### src/cfu_consts.vh
`ifndef CFU_CONSTS_VH
`define CFU_CONSTS_VH
// opcodes, 10-bit field holding the decimal function code
`define CFU_OP_EQ_BASE   10'd300
`define CFU_OP_NE_BASE   10'd305
`define CFU_OP_LT_BASE   10'd310
`define CFU_OP_LE_BASE   10'd315
`define CFU_OP_GT_BASE   10'd320
`define CFU_OP_GE_BASE   10'd325
`define CFU_OP_TEQ       10'd341
`define CFU_OP_TGE       10'd346
`define CFU_OP_CMP       10'd20
`define CFU_OP_PLAIN_COMPARE_DOUBLE      10'd60
// variant offset within a family
`define CFU_VAR_DOUBLE   2'd1
`define CFU_VAR_SIGNED   2'd2
`define CFU_VAR_SDOUBLE  2'd3
// relation codes
`define CFU_REL_EQ       3'd0
`define CFU_REL_NE       3'd1
`define CFU_REL_LT       3'd2
`define CFU_REL_LE       3'd3
`define CFU_REL_GT       3'd4
`define CFU_REL_GE       3'd5
// contact forms
`define CFU_FORM_LOAD    2'd0
`define CFU_FORM_AND     2'd1
`define CFU_FORM_OR      2'd2
// control word mask bits
`define CFU_MASK_SEC     0
`define CFU_MASK_YEAR    5
`define CFU_MASK_ALL     6'h3f
// fixed calendar value of the clockless model
`define CFU_FIXED_CAL    16'h0101
// year bcd threshold: 98 and 99 belong to the previous century
`define CFU_YEAR_WRAP    8'h98
`endif

### src/cfu_compare_flag_unit.v
`timescale 1ns/1ps
`include "cfu_consts.vh"
// How it works
// - input comparison with no options compares one-word unsigned values
// - codes 300-303 equal, 305-308 not equal, variants in fixed order
// - codes 310-313 less, 315-318 less-or-equal
// - codes 320-323 greater, 325-328 greater-or-equal
// - unsigned variants order by magnitude, signed variants by two's complement
// - result acts as load, and-series or or-parallel contact
// - false and-series comparison turns condition off and skips the rung
// - time comparisons 341-346 in order equal to greater-or-equal
// - control bits 0-5 mask second through year
// - all six masked: no compare, result false (or-parallel passes the incoming condition), error set; else error clear
// - time operand is three words of packed bcd bytes
// - years 98,99 rank before 00-97
// - time comparison with any field unmasked updates all six relation flags
// - time fields are compared as separate bytes
// - clockless model reads calendar as 01-01-01 01:01:01
// - codes 020 and 060 only update flags, no condition
// - double operand: low word at given address, high word next
// - input comparison sets each relation flag from the operands
// - plain compare keeps the error flag, sets relation flags
module cfu_compare_flag_unit #(
  parameter HAS_CLOCK = 1            // 0 models the variant without real-time clock
) (
  input  wire        core_clk_i,          // cpu clock
  input  wire        rstn_i,              // async reset, active low
  input  wire        exec_i,              // one-cycle instruction strobe
  input  wire [9:0]  opcode_i,            // function code
  input  wire [1:0]  form_i,              // contact form
  input  wire        cond_i,              // incoming execution condition
  input  wire [15:0] first_operand_i,     // first operand, low word
  input  wire [15:0] first_operand_hi_i,  // first operand, next word
  input  wire [15:0] second_operand_i,    // second operand, low word
  input  wire [15:0] second_operand_hi_i, // second operand, next word
  input  wire [47:0] first_time_i,        // present time words 0..2
  input  wire [47:0] second_time_i,       // comparison time words 0..2
  input  wire        use_calendar_i,      // take present time from calendar
  input  wire [5:0]  mask_i,              // control word bits 5:0
  input  wire        cal_wr_i,            // calendar write strobe
  input  wire [1:0]  cal_sel_i,           // calendar word 0..2
  input  wire [15:0] cal_wdata_i,         // calendar write data
  output wire [15:0] calendar_second_minute_o, // calendar word 0
  output wire [15:0] calendar_hour_day_o,      // calendar word 1
  output wire [15:0] calendar_month_year_o,    // calendar word 2
  output reg         exec_cond_o,         // resulting execution condition
  output reg         cond_valid_o,        // exec_cond_o updated this cycle
  output reg         skip_rung_o,         // rest of rung is skipped
  output reg         error_flag_o,        // error flag
  output reg         greater_flag_o,      // greater flag
  output reg         greater_equal_flag_o,// greater-or-equal flag
  output reg         equal_flag_o,        // equal flag
  output reg         not_equal_flag_o,    // not-equal flag
  output reg         less_flag_o,         // less flag
  output reg         less_equal_flag_o    // less-or-equal flag
);
  wire       is_input;
  wire [2:0] rel;
  wire       dbl;
  wire       sgn;
  wire       t_gt;
  wire       t_lt;
  reg  [15:0] cal0_reg;
  reg  [15:0] cal1_reg;
  reg  [15:0] cal2_reg;
  wire [47:0] present_time;
  reg  [32:0] a_ext;
  reg  [32:0] b_ext;
  reg         gt;
  reg         lt;
  reg         eq;
  reg         truth;
  reg         is_time;
  reg         is_plain;
  reg  [2:0]  trel;
  reg  [9:0]  tdiff;
  reg         all_masked;

  cfu_rel_decode u_dec (
    .opcode_i   (opcode_i),
    .is_input_o (is_input),
    .rel_o      (rel),
    .double_o   (dbl),
    .signed_o   (sgn)
  );

  // calendar words, fixed when the clock is absent
  always @(posedge core_clk_i or negedge rstn_i) begin
    if (!rstn_i) begin
      cal0_reg <= `CFU_FIXED_CAL;
      cal1_reg <= `CFU_FIXED_CAL;
      cal2_reg <= `CFU_FIXED_CAL;
    end else if (cal_wr_i && HAS_CLOCK != 0) begin
      case (cal_sel_i)
        2'd0: cal0_reg <= cal_wdata_i;
        2'd1: cal1_reg <= cal_wdata_i;
        2'd2: cal2_reg <= cal_wdata_i;
        default: cal0_reg <= cal0_reg;
      endcase
    end
  end
  assign calendar_second_minute_o = HAS_CLOCK != 0 ? cal0_reg : `CFU_FIXED_CAL;
  assign calendar_hour_day_o      = HAS_CLOCK != 0 ? cal1_reg : `CFU_FIXED_CAL;
  assign calendar_month_year_o    = HAS_CLOCK != 0 ? cal2_reg : `CFU_FIXED_CAL;
  assign present_time = use_calendar_i ?
    {calendar_month_year_o, calendar_hour_day_o, calendar_second_minute_o} : first_time_i;

  cfu_time_cmp u_time (
    .first_time_i  (present_time),
    .second_time_i (second_time_i),
    .mask_i        (mask_i),
    .greater_o     (t_gt),
    .less_o        (t_lt)
  );

  always @* begin
    is_time    = opcode_i >= `CFU_OP_TEQ && opcode_i <= `CFU_OP_TGE;
    is_plain   = opcode_i == `CFU_OP_CMP || opcode_i == `CFU_OP_PLAIN_COMPARE_DOUBLE;
    tdiff      = opcode_i - `CFU_OP_TEQ;
    trel       = tdiff[2:0];
    all_masked = mask_i == `CFU_MASK_ALL;
    // high word only joins in for double length; the sign bit extends for signed
    if (dbl || opcode_i == `CFU_OP_PLAIN_COMPARE_DOUBLE) begin
      a_ext = {sgn & first_operand_hi_i[15], first_operand_hi_i, first_operand_i};
      b_ext = {sgn & second_operand_hi_i[15], second_operand_hi_i, second_operand_i};
    end else begin
      a_ext = {{17{sgn & first_operand_i[15]}}, first_operand_i};
      b_ext = {{17{sgn & second_operand_i[15]}}, second_operand_i};
    end
    // flip the top bit so signed order becomes unsigned order
    if (sgn) begin
      a_ext[32] = ~a_ext[31];
      b_ext[32] = ~b_ext[31];
    end else begin
      a_ext[32] = 1'b0;
      b_ext[32] = 1'b0;
    end
    gt = is_time ? t_gt : (a_ext > b_ext);
    lt = is_time ? t_lt : (a_ext < b_ext);
    eq = !gt && !lt;
    case (is_time ? trel : rel)
      `CFU_REL_EQ: truth = eq;
      `CFU_REL_NE: truth = !eq;
      `CFU_REL_LT: truth = lt;
      `CFU_REL_LE: truth = !gt;
      `CFU_REL_GT: truth = gt;
      `CFU_REL_GE: truth = !lt;
      default:     truth = 1'b0;
    endcase
    if (is_time && all_masked)
      truth = 1'b0;
  end

  always @(posedge core_clk_i or negedge rstn_i) begin
    if (!rstn_i) begin
      exec_cond_o          <= 1'b0;
      cond_valid_o         <= 1'b0;
      skip_rung_o          <= 1'b0;
      error_flag_o         <= 1'b0;
      greater_flag_o       <= 1'b0;
      greater_equal_flag_o <= 1'b0;
      equal_flag_o         <= 1'b0;
      not_equal_flag_o     <= 1'b0;
      less_flag_o          <= 1'b0;
      less_equal_flag_o    <= 1'b0;
    end else begin
      cond_valid_o <= 1'b0;
      skip_rung_o  <= 1'b0;
      if (exec_i && (is_input || is_time || is_plain)) begin
        if (!is_plain) begin
          cond_valid_o <= 1'b1;
          case (form_i)
            `CFU_FORM_LOAD: exec_cond_o <= truth;
            `CFU_FORM_AND: begin
              exec_cond_o <= cond_i & truth;
              skip_rung_o <= !truth;
            end
            `CFU_FORM_OR:   exec_cond_o <= cond_i | truth;
            default:        exec_cond_o <= truth;
          endcase
        end
        if (is_time)
          error_flag_o <= all_masked;
        else if (is_input)
          error_flag_o <= 1'b0;
        // plain compare leaves the error flag alone
        if (!(is_time && all_masked)) begin
          greater_flag_o       <= gt;
          greater_equal_flag_o <= !lt;
          equal_flag_o         <= eq;
          not_equal_flag_o     <= !eq;
          less_flag_o          <= lt;
          less_equal_flag_o    <= !gt;
        end
      end
    end
  end
endmodule // cfu_compare_flag_unit

### src/cfu_rel_decode.v
`timescale 1ns/1ps
`include "cfu_consts.vh"
module cfu_rel_decode (
  input  wire [9:0] opcode_i,    // instruction code
  output reg        is_input_o,  // input comparison code
  output reg  [2:0] rel_o,       // relation
  output reg        double_o,    // double length variant
  output reg        signed_o     // signed variant
);
  reg [9:0] off;
  reg [9:0] fam;
  reg [9:0] var_sel;
  always @* begin
    off        = 10'd0;
    fam        = 10'd0;
    var_sel    = 10'd0;
    is_input_o = 1'b0;
    rel_o      = `CFU_REL_EQ;
    if (opcode_i >= `CFU_OP_EQ_BASE && opcode_i <= `CFU_OP_GE_BASE + 10'd3) begin
      off     = opcode_i - `CFU_OP_EQ_BASE;
      fam     = off / 10'd5;
      var_sel = off % 10'd5;
      // each relation family is five codes wide with the fifth unused
      if (var_sel != 10'd4) begin
        is_input_o = 1'b1;
        rel_o      = fam[2:0];
      end
    end
    // variant order: unsigned single, unsigned double, signed single, signed double
    double_o = is_input_o & (var_sel[1:0] == `CFU_VAR_DOUBLE ||
                             var_sel[1:0] == `CFU_VAR_SDOUBLE);
    signed_o = is_input_o & var_sel[1];
  end
endmodule // cfu_rel_decode

### src/cfu_time_cmp.v
`timescale 1ns/1ps
`include "cfu_consts.vh"
module cfu_time_cmp (
  input  wire [47:0] first_time_i,   // present time, three words
  input  wire [47:0] second_time_i,  // comparison time, three words
  input  wire [5:0]  mask_i,         // 1 excludes field
  output reg         greater_o,      // first later than second
  output reg         less_o          // first earlier than second
);
  reg [8:0] fa;
  reg [8:0] fb;
  integer   i;
  // field i: second, minute, hour, day, month, year; byte i of the operand
  always @* begin
    greater_o = 1'b0;
    less_o    = 1'b0;
    fa        = 9'd0;
    fb        = 9'd0;
    for (i = 0; i < 6; i = i + 1) begin
      // 8-bit fields compared separately so each can be masked
      fa = {1'b0, first_time_i[i*8 +: 8]};
      fb = {1'b0, second_time_i[i*8 +: 8]};
      if (i == `CFU_MASK_YEAR) begin
        // years 98,99 rank below 00..97
        fa[8] = (first_time_i[47:40] < `CFU_YEAR_WRAP);
        fb[8] = (second_time_i[47:40] < `CFU_YEAR_WRAP);
      end
      // later iterations are more significant and override
      if (!mask_i[i] && fa != fb) begin
        greater_o = fa > fb;
        less_o    = fa < fb;
      end
    end
  end
endmodule // cfu_time_cmp

### config.mk
export PLATFORM = sky130hd
export DESIGN_NAME = cfu_compare_flag_unit
export DESIGN_NICKNAME = d
export VERILOG_FILES = /design/src/cfu_compare_flag_unit.v /design/src/cfu_rel_decode.v /design/src/cfu_time_cmp.v
export VERILOG_INCLUDE_DIRS = /design/src
export SDC_FILE = /design/constraint.sdc
export NUM_CORES = 1
export LEC_CHECK = 0
export BUFFER_PORTS_ARGS = -buffer_cell sky130_fd_sc_hd__buf_2
export CAP_MARGIN = 20
export CELL_PAD_IN_SITES_DETAIL_PLACEMENT = 0
export CELL_PAD_IN_SITES_GLOBAL_PLACEMENT = 2
export CORE_MARGIN = 3
export CORE_UTILIZATION = 32
export DETAILED_ROUTE_END_ITERATION = 7
export GPL_ROUTABILITY_DRIVEN = 1
export PLACE_DENSITY = 0.92
export SLEW_MARGIN = 20
export SYNTH_ARGS = -nofsm -noshare
export SYNTH_HDL_FRONTEND = slang
export SYNTH_SLANG_ARGS = --single-unit
export TNS_END_PERCENT = 1
### constraint.sdc
create_clock -name core_clk_i -period 6.55 [get_ports core_clk_i]
set_clock_uncertainty 0.15 [all_clocks]
set_input_delay 1.31 -clock core_clk_i [delete_from_list [all_inputs] [get_ports core_clk_i]]
set_output_delay 1.31 -clock core_clk_i [all_outputs]
set_load 0.03 [all_outputs]
==> results.cfg, run 1 <==
[outcome]
outcome = finished with violations
violations = negative setup slack

[yosys]
synthSimpleGateAreaFrac = 0.155
yosysMostFrequentCell = ha_1
ys_async_sr_fraction = 1.00
syn_inst = 873
ys_warn_count = 0
synthDistinctLibCells = 93
synth_area_um2 = 7620
synth.mux.area_fraction = 0.165
synth.area.top_cells = dfrtp_1 (17%), ha_1 (16%), mux2_2 (14%), inv_1 (3.8%), o21ai_0 (3.3%)
synth_fa_ha_area_frac = 0.159
yosysTopAreaCellShare = 0.171
synth-compound-area-share = 0.238
synth_common_cells = ha_1 (96), mux2_2 (95), inv_1 (77), dfrtp_1 (52), o21ai_0 (50)
synthFlopType = dfrtp_1
avgSynthCellArea_um2 = 8.73
synth_edf_count = 0
synthXorXnorAreaFrac = 0.0225
synth_top_area_cell = dfrtp_1
synth_nets = 1171
synth_top_family_by_area = compound AO/OA/AOI/OAI gates
ys_seq_area_frac = 0.191
synth-seq-cells = 58

[clocking]
ctsHtreeMaxLevel = 3
cts_tree = built
numCtsBuffers = 9
ctsLongestPathBuffers = 2
holdBufCountCts = 0
cts_sinks = 58
cts_root_buffer = clkbuf_16
clkTransAtPathRegs_ns = 0.05
clk_latency_ns = 0.33

[final_layout]
nets = 1578
final_util = 0.489
fillers = 2257
drive_gt1_frac = 0.511
syn_to_final_growth_pct = 47.9

[route]
wire_per_inst_um = 17.5
vias = 8164
drt-total-wl_um = 28000
drc_errors = 0
dr.pass1.iters = 4
vias_per_cell = 5.10
drt-initial-drc-count = 417
ant_nets = 0

[sta]
tightest_slew_ns = 1.09
finalCritPeriodShare = 1.30
rsz0062_at_grt = yes
clock.fmax_mhz = 117
fin_ws_ns = -1.96
drv_slew = 0
maxSlewHeadroom = 0.271
hold_viol = 0
hold_ws_ns = 0.359
tns_ns = -13.32
layout_min_cycle_time_ns = 8.51
finalSetupViolations = 8

[critical_path]
startpoint_type = input pin
cp_slowest_cell = or3b_4
cp_max_fo = 8
arrival_ns = 8.55
critical-path-max-stage-delay_ns = 0.41
crit_path_end_kind = flip-flop
crit_type = in -> reg
critPathRequiredTime_ns = 6.59

[global_routing]
grt_overflow = 0
grt_pass1_vias = 8182
antenna_found_initial = 2
grt_max_degree = 59
grt_pass1_wl_um = 43200
grt_usage = 0.206

[floorplan]
ios = 260
core_area_um2 = 23100
start_util = 0.331
die-area_um2 = 25700
fp.dieW_um = 160
rows = 55
die_y_um = 160

[job]
drv_cap = 0

[min_path]
hold_path_class = reg -> reg

[placed_design]
gp_congestion = 0.894
port_buffers = 259
dp_hpwl_um = 22900

[pwr]
vdd_ir_drop_max_v = 0.000141
leakage_nw = 5.61
powerDensity_nw_per_um2 = 221
finalPower_mw = 2.49
-- layout by cell type, fill, tap and decap left out, types with 6 or more instances in the layout --
| cell type | count |
|---|---|
| mux2_2 | 95 |
| mux2i_1 | 12 |
| dfstp_2 | 6 |
| nor2_1 | 35 |
| o21a_1 | 20 |
| nand4_1 | 25 |
| clkbuf_16 | 9 |
| a21oi_1 | 36 |
| nand2_1 | 41 |
| dfrtp_1 | 52 |
| nand3_1 | 12 |
| xnor2_1 | 6 |
| a31oi_1 | 8 |
| buf_2 | 259 |
| buf_4 | 172 |
| o211ai_1 | 9 |
| inv_1 | 76 |
| ha_1 | 90 |
| a21oi_2 | 11 |
| nor2b_1 | 16 |
| o21ai_0 | 42 |
| a21o_1 | 18 |
| nor3_1 | 11 |
| nand2b_1 | 17 |
-- critical path, delay by kind of cell --
family | cells | cell delay, ns
buffers and inverters | 6 | 0.76
and+or+nand+nor | 14 | 2.45
xor gates and xnor gates | 1 | 0.29
adders and majority gates | 4 | 0.85
AOI/OAI and AO/OA | 17 | 2.62
muxes | 1 | 0.27
-- report_power, final --
group          total, mW  internal, mW  switching (mW)
Sequential         0.497         0.440          0.0573
Combinational       1.46         0.690           0.769
Clock              0.532         0.363           0.169
-- kinds of logic after synthesis --
group,after synthesis
XOR/XNOR,17
buffers and inverters,121
AND/OR/NAND/NOR,217
AO/OA/AOI/OAI,251
adder cells (fa/ha/maj),97
flip-flops,58
multiplexers,112
-- sequential cells by signal, summed over array words and instances (netlist names) --
register	count
calendar_hour_day_o	16
calendar_month_year_o	16
calendar_second_minute_o	16
cond_valid_o	1
equal_flag_o	1
error_flag_o	1
exec_cond_o	1
greater_equal_flag_o	1
greater_flag_o	1
less_equal_flag_o	1
less_flag_o	1
not_equal_flag_o	1
skip_rung_o	1
-- what timing repair did --
item,in CTS,in global routing
pin swaps,34,27
gates resized for setup,24,26
buffers inserted,10,7
endpoints found under the setup margin,8,9
-- final timing paths --
kind                                                         start                                       to  slack, ns  depth (start not counted)
worst max register to register  calendar_hour_day_o[1]$_DFFE_PN0P_                  exec_cond_o$_DFFE_PN0P_       2.73                         17
max in group asynchronous                                   rstn_i  calendar_second_minute_o[2]$_DFFE_PN0P_       4.72                          2
worst min-delay path              greater_equal_flag_o$_DFFE_PN0P_         greater_equal_flag_o$_DFFE_PN0P_       0.36                          1
worst max-delay path                                   opcode_i[3]                  exec_cond_o$_DFFE_PN0P_      -1.96                         43
min in group asynchronous                                   rstn_i  calendar_second_minute_o[9]$_DFFE_PN0P_       0.99                          2
worst min register to register    greater_equal_flag_o$_DFFE_PN0P_         greater_equal_flag_o$_DFFE_PN0P_       0.36                          1
-- final cells by class --
| type | instances | area, um2 | area share |
|---|---|---|---|
| Antenna cell | 2 | 5.00 | 0.000444 |
| Clock buffer | 12 | 267 | 0.0236 |
| Clock inverter | 4 | 72.6 | 0.00644 |
| Inverter | 79 | 297 | 0.0263 |
| Multi-Input combinational cell | 694 | 6080 | 0.539 |
| Sequential cell | 58 | 1460 | 0.129 |
| Tap cell | 313 | 392 | 0.0347 |
| Timing Repair Buffer | 438 | 2710 | 0.240 |
-- metrics by stage --
stage / area (um2) / std cells / worst slack [ns]
after global placement: 10500 / 1565 / -2.45
final: 11300 / 1600 / -1.96
after floorplan: 7860 / 873 / -1.87
after CTS: 11100 / 1591 / -1.85
after global routing: 11300 / 1600 / -2.40
after detailed placement: 10500 / 1565 / -2.57
-- layer usage --
layer,share of wire,GRT usage
met3,0.051,0.0402
met1,0.45,0.272
met2,0.49,0.350
met5,0,0
met4,0.016,0.0430
No activity file was read; power rests on OpenSTA's default activity.
==> inputs of run 2 (changes only) <==
Settings changed: RECOVER_POWER set to 25.
==> results.cfg, run 2 (synthesis results as in run 1) <==
[route]
drc_errors = 0
drt-total-wl_um = 28000
dr.pass1.iters = 4
ant_nets = 0
vias_per_cell = 5.10
drt-initial-drc-count = 417
vias = 8163
wire_per_inst_um = 17.5

[pwr]
vdd_ir_drop_max_v = 0.000141
leakage_nw = 5.60
powerDensity_nw_per_um2 = 221

[clocking]
cts_tree = built
ctsLongestPathBuffers = 2
numCtsBuffers = 9
ctsHtreeMaxLevel = 3
cts_root_buffer = clkbuf_16
clkTransAtPathRegs_ns = 0.05
cts_sinks = 58
clk_latency_ns = 0.33

[critical_path]
crit_path_end_kind = flip-flop
startpoint_type = input pin
crit_type = in -> reg
critPathRequiredTime_ns = 6.59
cp_max_fo = 8
cp_slowest_cell = or3b_4
arrival_ns = 8.55
critical-path-max-stage-delay_ns = 0.41

[floorplan]
core_area_um2 = 23100
fp.dieW_um = 160
rows = 55
ios = 260
die_y_um = 160
die-area_um2 = 25700
start_util = 0.331

[final_layout]
syn_to_final_growth_pct = 47.9
drive_gt1_frac = 0.511
mostFrequentLayoutCells = buf_2 (259), buf_4 (171), mux2_2 (95), ha_1 (90), inv_1 (76)
fillers = 2257
final_common_cell = buf_2
nets = 1578

[outcome]
violations = max-capacitance violations, max-slew violations, negative setup slack
outcome = finished with violations

[sta]
fin_ws_ns = -1.96
clock.fmax_mhz = 117
layout_min_cycle_time_ns = 8.51
tns_ns = -13.32
finalSetupViolations = 8
rsz0062_at_grt = yes
tightest_slew_ns = 3.35
maxSlewHeadroom = -1.24
hold_ws_ns = 0.359
drv_slew = 59
hold_viol = 0
finalCritPeriodShare = 1.30

[placed_design]
dp_hpwl_um = 22900
gp_congestion = 0.894
port_buffers = 259
dp_slack_ns = -2.57

[global_routing]
grt_usage = 0.206
grt_pass1_vias = 8182
grt_max_degree = 59
grt_pass1_wl_um = 43200
antenna_found_initial = 2
grt_overflow = 0

[job]
drv_cap = 1

[min_path]
hold_path_class = reg -> reg
[run 2: cell types whose count changed in the layout (fill, tap and decap cells not counted)]
cell,before,now
buf_4,172,171
clkbuf_1,0,1
[run 2: metal layers]
metal  vias up  wire length (um)  GRT usage
li1       4068                 -          -
met1      3835             12500      0.272
met2       226             13600      0.350
met3        34              1430     0.0402
met4         0               447     0.0430
met5         -                 0          0
[run 2: metrics by stage]
| stage | power [mW] | std cells | utilization | cell area (um2) |
|---|---|---|---|---|
| 6_report | 2.49 | 1600 | 0.489 | 11300 |
| 3_5_place_dp | 1.85 | 1565 | 0.457 | 10500 |
| 5_1_grt | 2.65 | 1600 | 0.489 | 11300 |
| 2_1_floorplan | 1.33 | 873 | - | 7860 |
| 3_3_place_gp | 1.84 | 1565 | 0.457 | 10500 |
| 4_1_cts | 2.45 | 1591 | 0.480 | 11100 |
[run 2: timing repair]
item                       4_1_cts  5_1_grt
cloned                           0        0
hold buffers                     0        0
hold endpoints to repair         0        0
setup endpoints to repair        8        9
resized for setup               24       26
setup buffers                   10        7
pin swaps                       34       27
[run 2: layout make-up]
type                       instances  area (um2)  area share
sequential                        58        1460       0.129
inverter                          79         297      0.0263
multi-input combinational        694        6080       0.539
clock inverter                     4        72.6     0.00644
tap                              313         392      0.0348
timing repair buffer             438        2700       0.240
antenna                            2        5.00    0.000444
clock buffer                      12         267      0.0236
[run 2: critical path: cells and delay by family]
| family | cells | cell delay, ns |
|---|---|---|
| and+or+nand+nor | 14 | 2.45 |
| muxes | 1 | 0.27 |
| AOI/OAI and AO/OA | 17 | 2.62 |
| adders and majority gates | 4 | 0.85 |
| buffers and inverters | 6 | 0.76 |
| xor gates and xnor gates | 1 | 0.29 |
[run 2: final timing paths]
kind | slack [ns] | endpoint | depth (start not counted) | from
max in group asynchronous | 2.30 | calendar_second_minute_o[2]$_DFFE_PN0P_ | 2 | rstn_i
min in group asynchronous | 2.05 | calendar_second_minute_o[9]$_DFFE_PN0P_ | 2 | rstn_i
min | 0.36 | greater_equal_flag_o$_DFFE_PN0P_ | 1 | greater_equal_flag_o$_DFFE_PN0P_
max reg2reg | 2.73 | exec_cond_o$_DFFE_PN0P_ | 17 | calendar_hour_day_o[1]$_DFFE_PN0P_
max | -1.96 | exec_cond_o$_DFFE_PN0P_ | 43 | opcode_i[3]
min reg2reg | 0.36 | greater_equal_flag_o$_DFFE_PN0P_ | 1 | greater_equal_flag_o$_DFFE_PN0P_
[run 2: where the power goes]
part / internal (mW) / switching [mW]
clock: 0.363 / 0.169
sequential: 0.440 / 0.0573
combinational: 0.690 / 0.769
==> inputs of run 3 (changes only) <==
Settings changed: PLACE_DENSITY 0.92 to 0.91.
==> results.cfg, run 3 (synthesis results as in run 1) <==
[critical_path]
critical-path-max-stage-delay_ns = 0.55
critPathRequiredTime_ns = 6.62
cp_slowest_cell = or4b_4
crit_type = in -> reg
reg2reg_slack_ns = 2.76
cp_max_fo = 6
crit_path_end_kind = flip-flop
arrival_ns = 8.57
startpoint_type = input pin

[clocking]
ctsHtreeMaxLevel = 3
cts_tree = built
numCtsBuffers = 9
cts_root_buffer = clkbuf_16
clkTransAtPathRegs_ns = 0.05
holdBufCountCts = 0
clk_latency_ns = 0.33
cts_sinks = 58
ctsLongestPathBuffers = 2

[route]
drt-initial-drc-count = 397
vias = 8212
drc_errors = 0
wire_per_inst_um = 17.8
drt-total-wl_um = 28300
ant_nets = 0
dr.pass1.iters = 4
vias_per_cell = 5.16

[global_routing]
grt_usage = 0.209
antenna_found_initial = 2
grt_max_degree = 59
grt_pass1_vias = 8276
grt_overflow = 0
grt_pass1_wl_um = 43800

[min_path]
hold_path_class = reg -> reg

[sta]
tightest_slew_ns = 3.28
finalCritPeriodShare = 1.30
fin_ws_ns = -1.95
drv_slew = 59
tns_ns = -14.12
layout_min_cycle_time_ns = 8.50
rsz0062_at_grt = yes
maxSlewHeadroom = -1.19
finalSetupViolations = 8
clock.fmax_mhz = 118
hold_viol = 0

[floorplan]
die_y_um = 160
die-area_um2 = 25700
ios = 260
fp.dieW_um = 160
core_area_um2 = 23100
start_util = 0.331
rows = 55

[pwr]
powerDensity_nw_per_um2 = 219
leakage_nw = 5.61
vdd_ir_drop_max_v = 0.000133

[job]
drv_cap = 1

[final_layout]
instances_no_fill = 1590
mostFrequentLayoutCells = buf_2 (256), buf_4 (153), mux2_2 (94), ha_1 (91), inv_1 (76)
final_area_um2 = 11300
fillers = 2265
nets = 1569
regArea_um2 = 1460
drive_gt1_frac = 0.513
multiInputGateArea_um2 = 6170
final_util = 0.492
final_common_cell = buf_2
syn_to_final_growth_pct = 48.8

[outcome]
violations = max-capacitance violations, max-slew violations, negative setup slack
outcome = finished with violations

[placed_design]
dp_slack_ns = -2.48
placed_area_um2 = 10500
port_buffers = 259
dp.cells = 1555
gp_congestion = 0.913
dp_hpwl_um = 23300
run 3: metrics by stage:
stage | hold WS, ns | power, mW
final | 0.360 | 2.49
after global routing | 0.384 | 2.65
after CTS | 0.365 | 2.41
after detailed placement | 0.346 | 1.85
after global placement | 0.343 | 1.83
after floorplan | 0.504 | 1.33
run 3: cell type report:
class	instances	share of cell area
Antenna cell	1	0.000221
Clock buffer	12	0.0226
Clock inverter	4	0.00651
Inverter	79	0.0261
Multi-Input combinational cell	694	0.544
Sequential cell	58	0.129
Tap cell	313	0.0345
Timing Repair Buffer	429	0.237
run 3: worst max-delay path, delay by kind of cell:
kind	cells	cell delay, ns
compound gates	18	2.67
xor+xnor	1	0.26
fa+ha+maj	4	0.88
buf+inv	6	0.79
mux	1	0.28
simple gates	16	2.40
run 3: final timing paths:
path / startpoint / endpoint / cells after the start
max in group asynchronous: rstn_i / cond_valid_o$_DFF_PN0_ / 2
hold / removal: error_flag_o$_DFFE_PN0P_ / error_flag_o$_DFFE_PN0P_ / 2
hold reg to reg: error_flag_o$_DFFE_PN0P_ / error_flag_o$_DFFE_PN0P_ / 2
setup reg to reg: calendar_hour_day_o[1]$_DFFE_PN0P_ / skip_rung_o$_DFF_PN0_ / 17
min in group asynchronous: rstn_i / calendar_second_minute_o[9]$_DFFE_PN0P_ / 2
setup / recovery: opcode_i[2] / skip_rung_o$_DFF_PN0_ / 46
run 3: report_power, final:
part           internal [mW]  switching [mW]
Combinational          0.695           0.776
Clock                  0.353           0.166
Sequential             0.440          0.0584
Total                   1.49            1.00
run 3: routing by layer:
metal / up-vias / global-route usage / share of wire
met5: - / 0 / 0.00046
met4: 2 / 0.0497 / 0.021
met3: 50 / 0.0438 / 0.060
met1: 3849 / 0.269 / 0.43
met2: 264 / 0.359 / 0.49
li1: 4047 / - / -
run 3: repair_timing:
item,CTS,global route
resized for setup,15,69
endpoints found under the setup margin,8,10
setup buffers,7,12
pin swaps,18,49
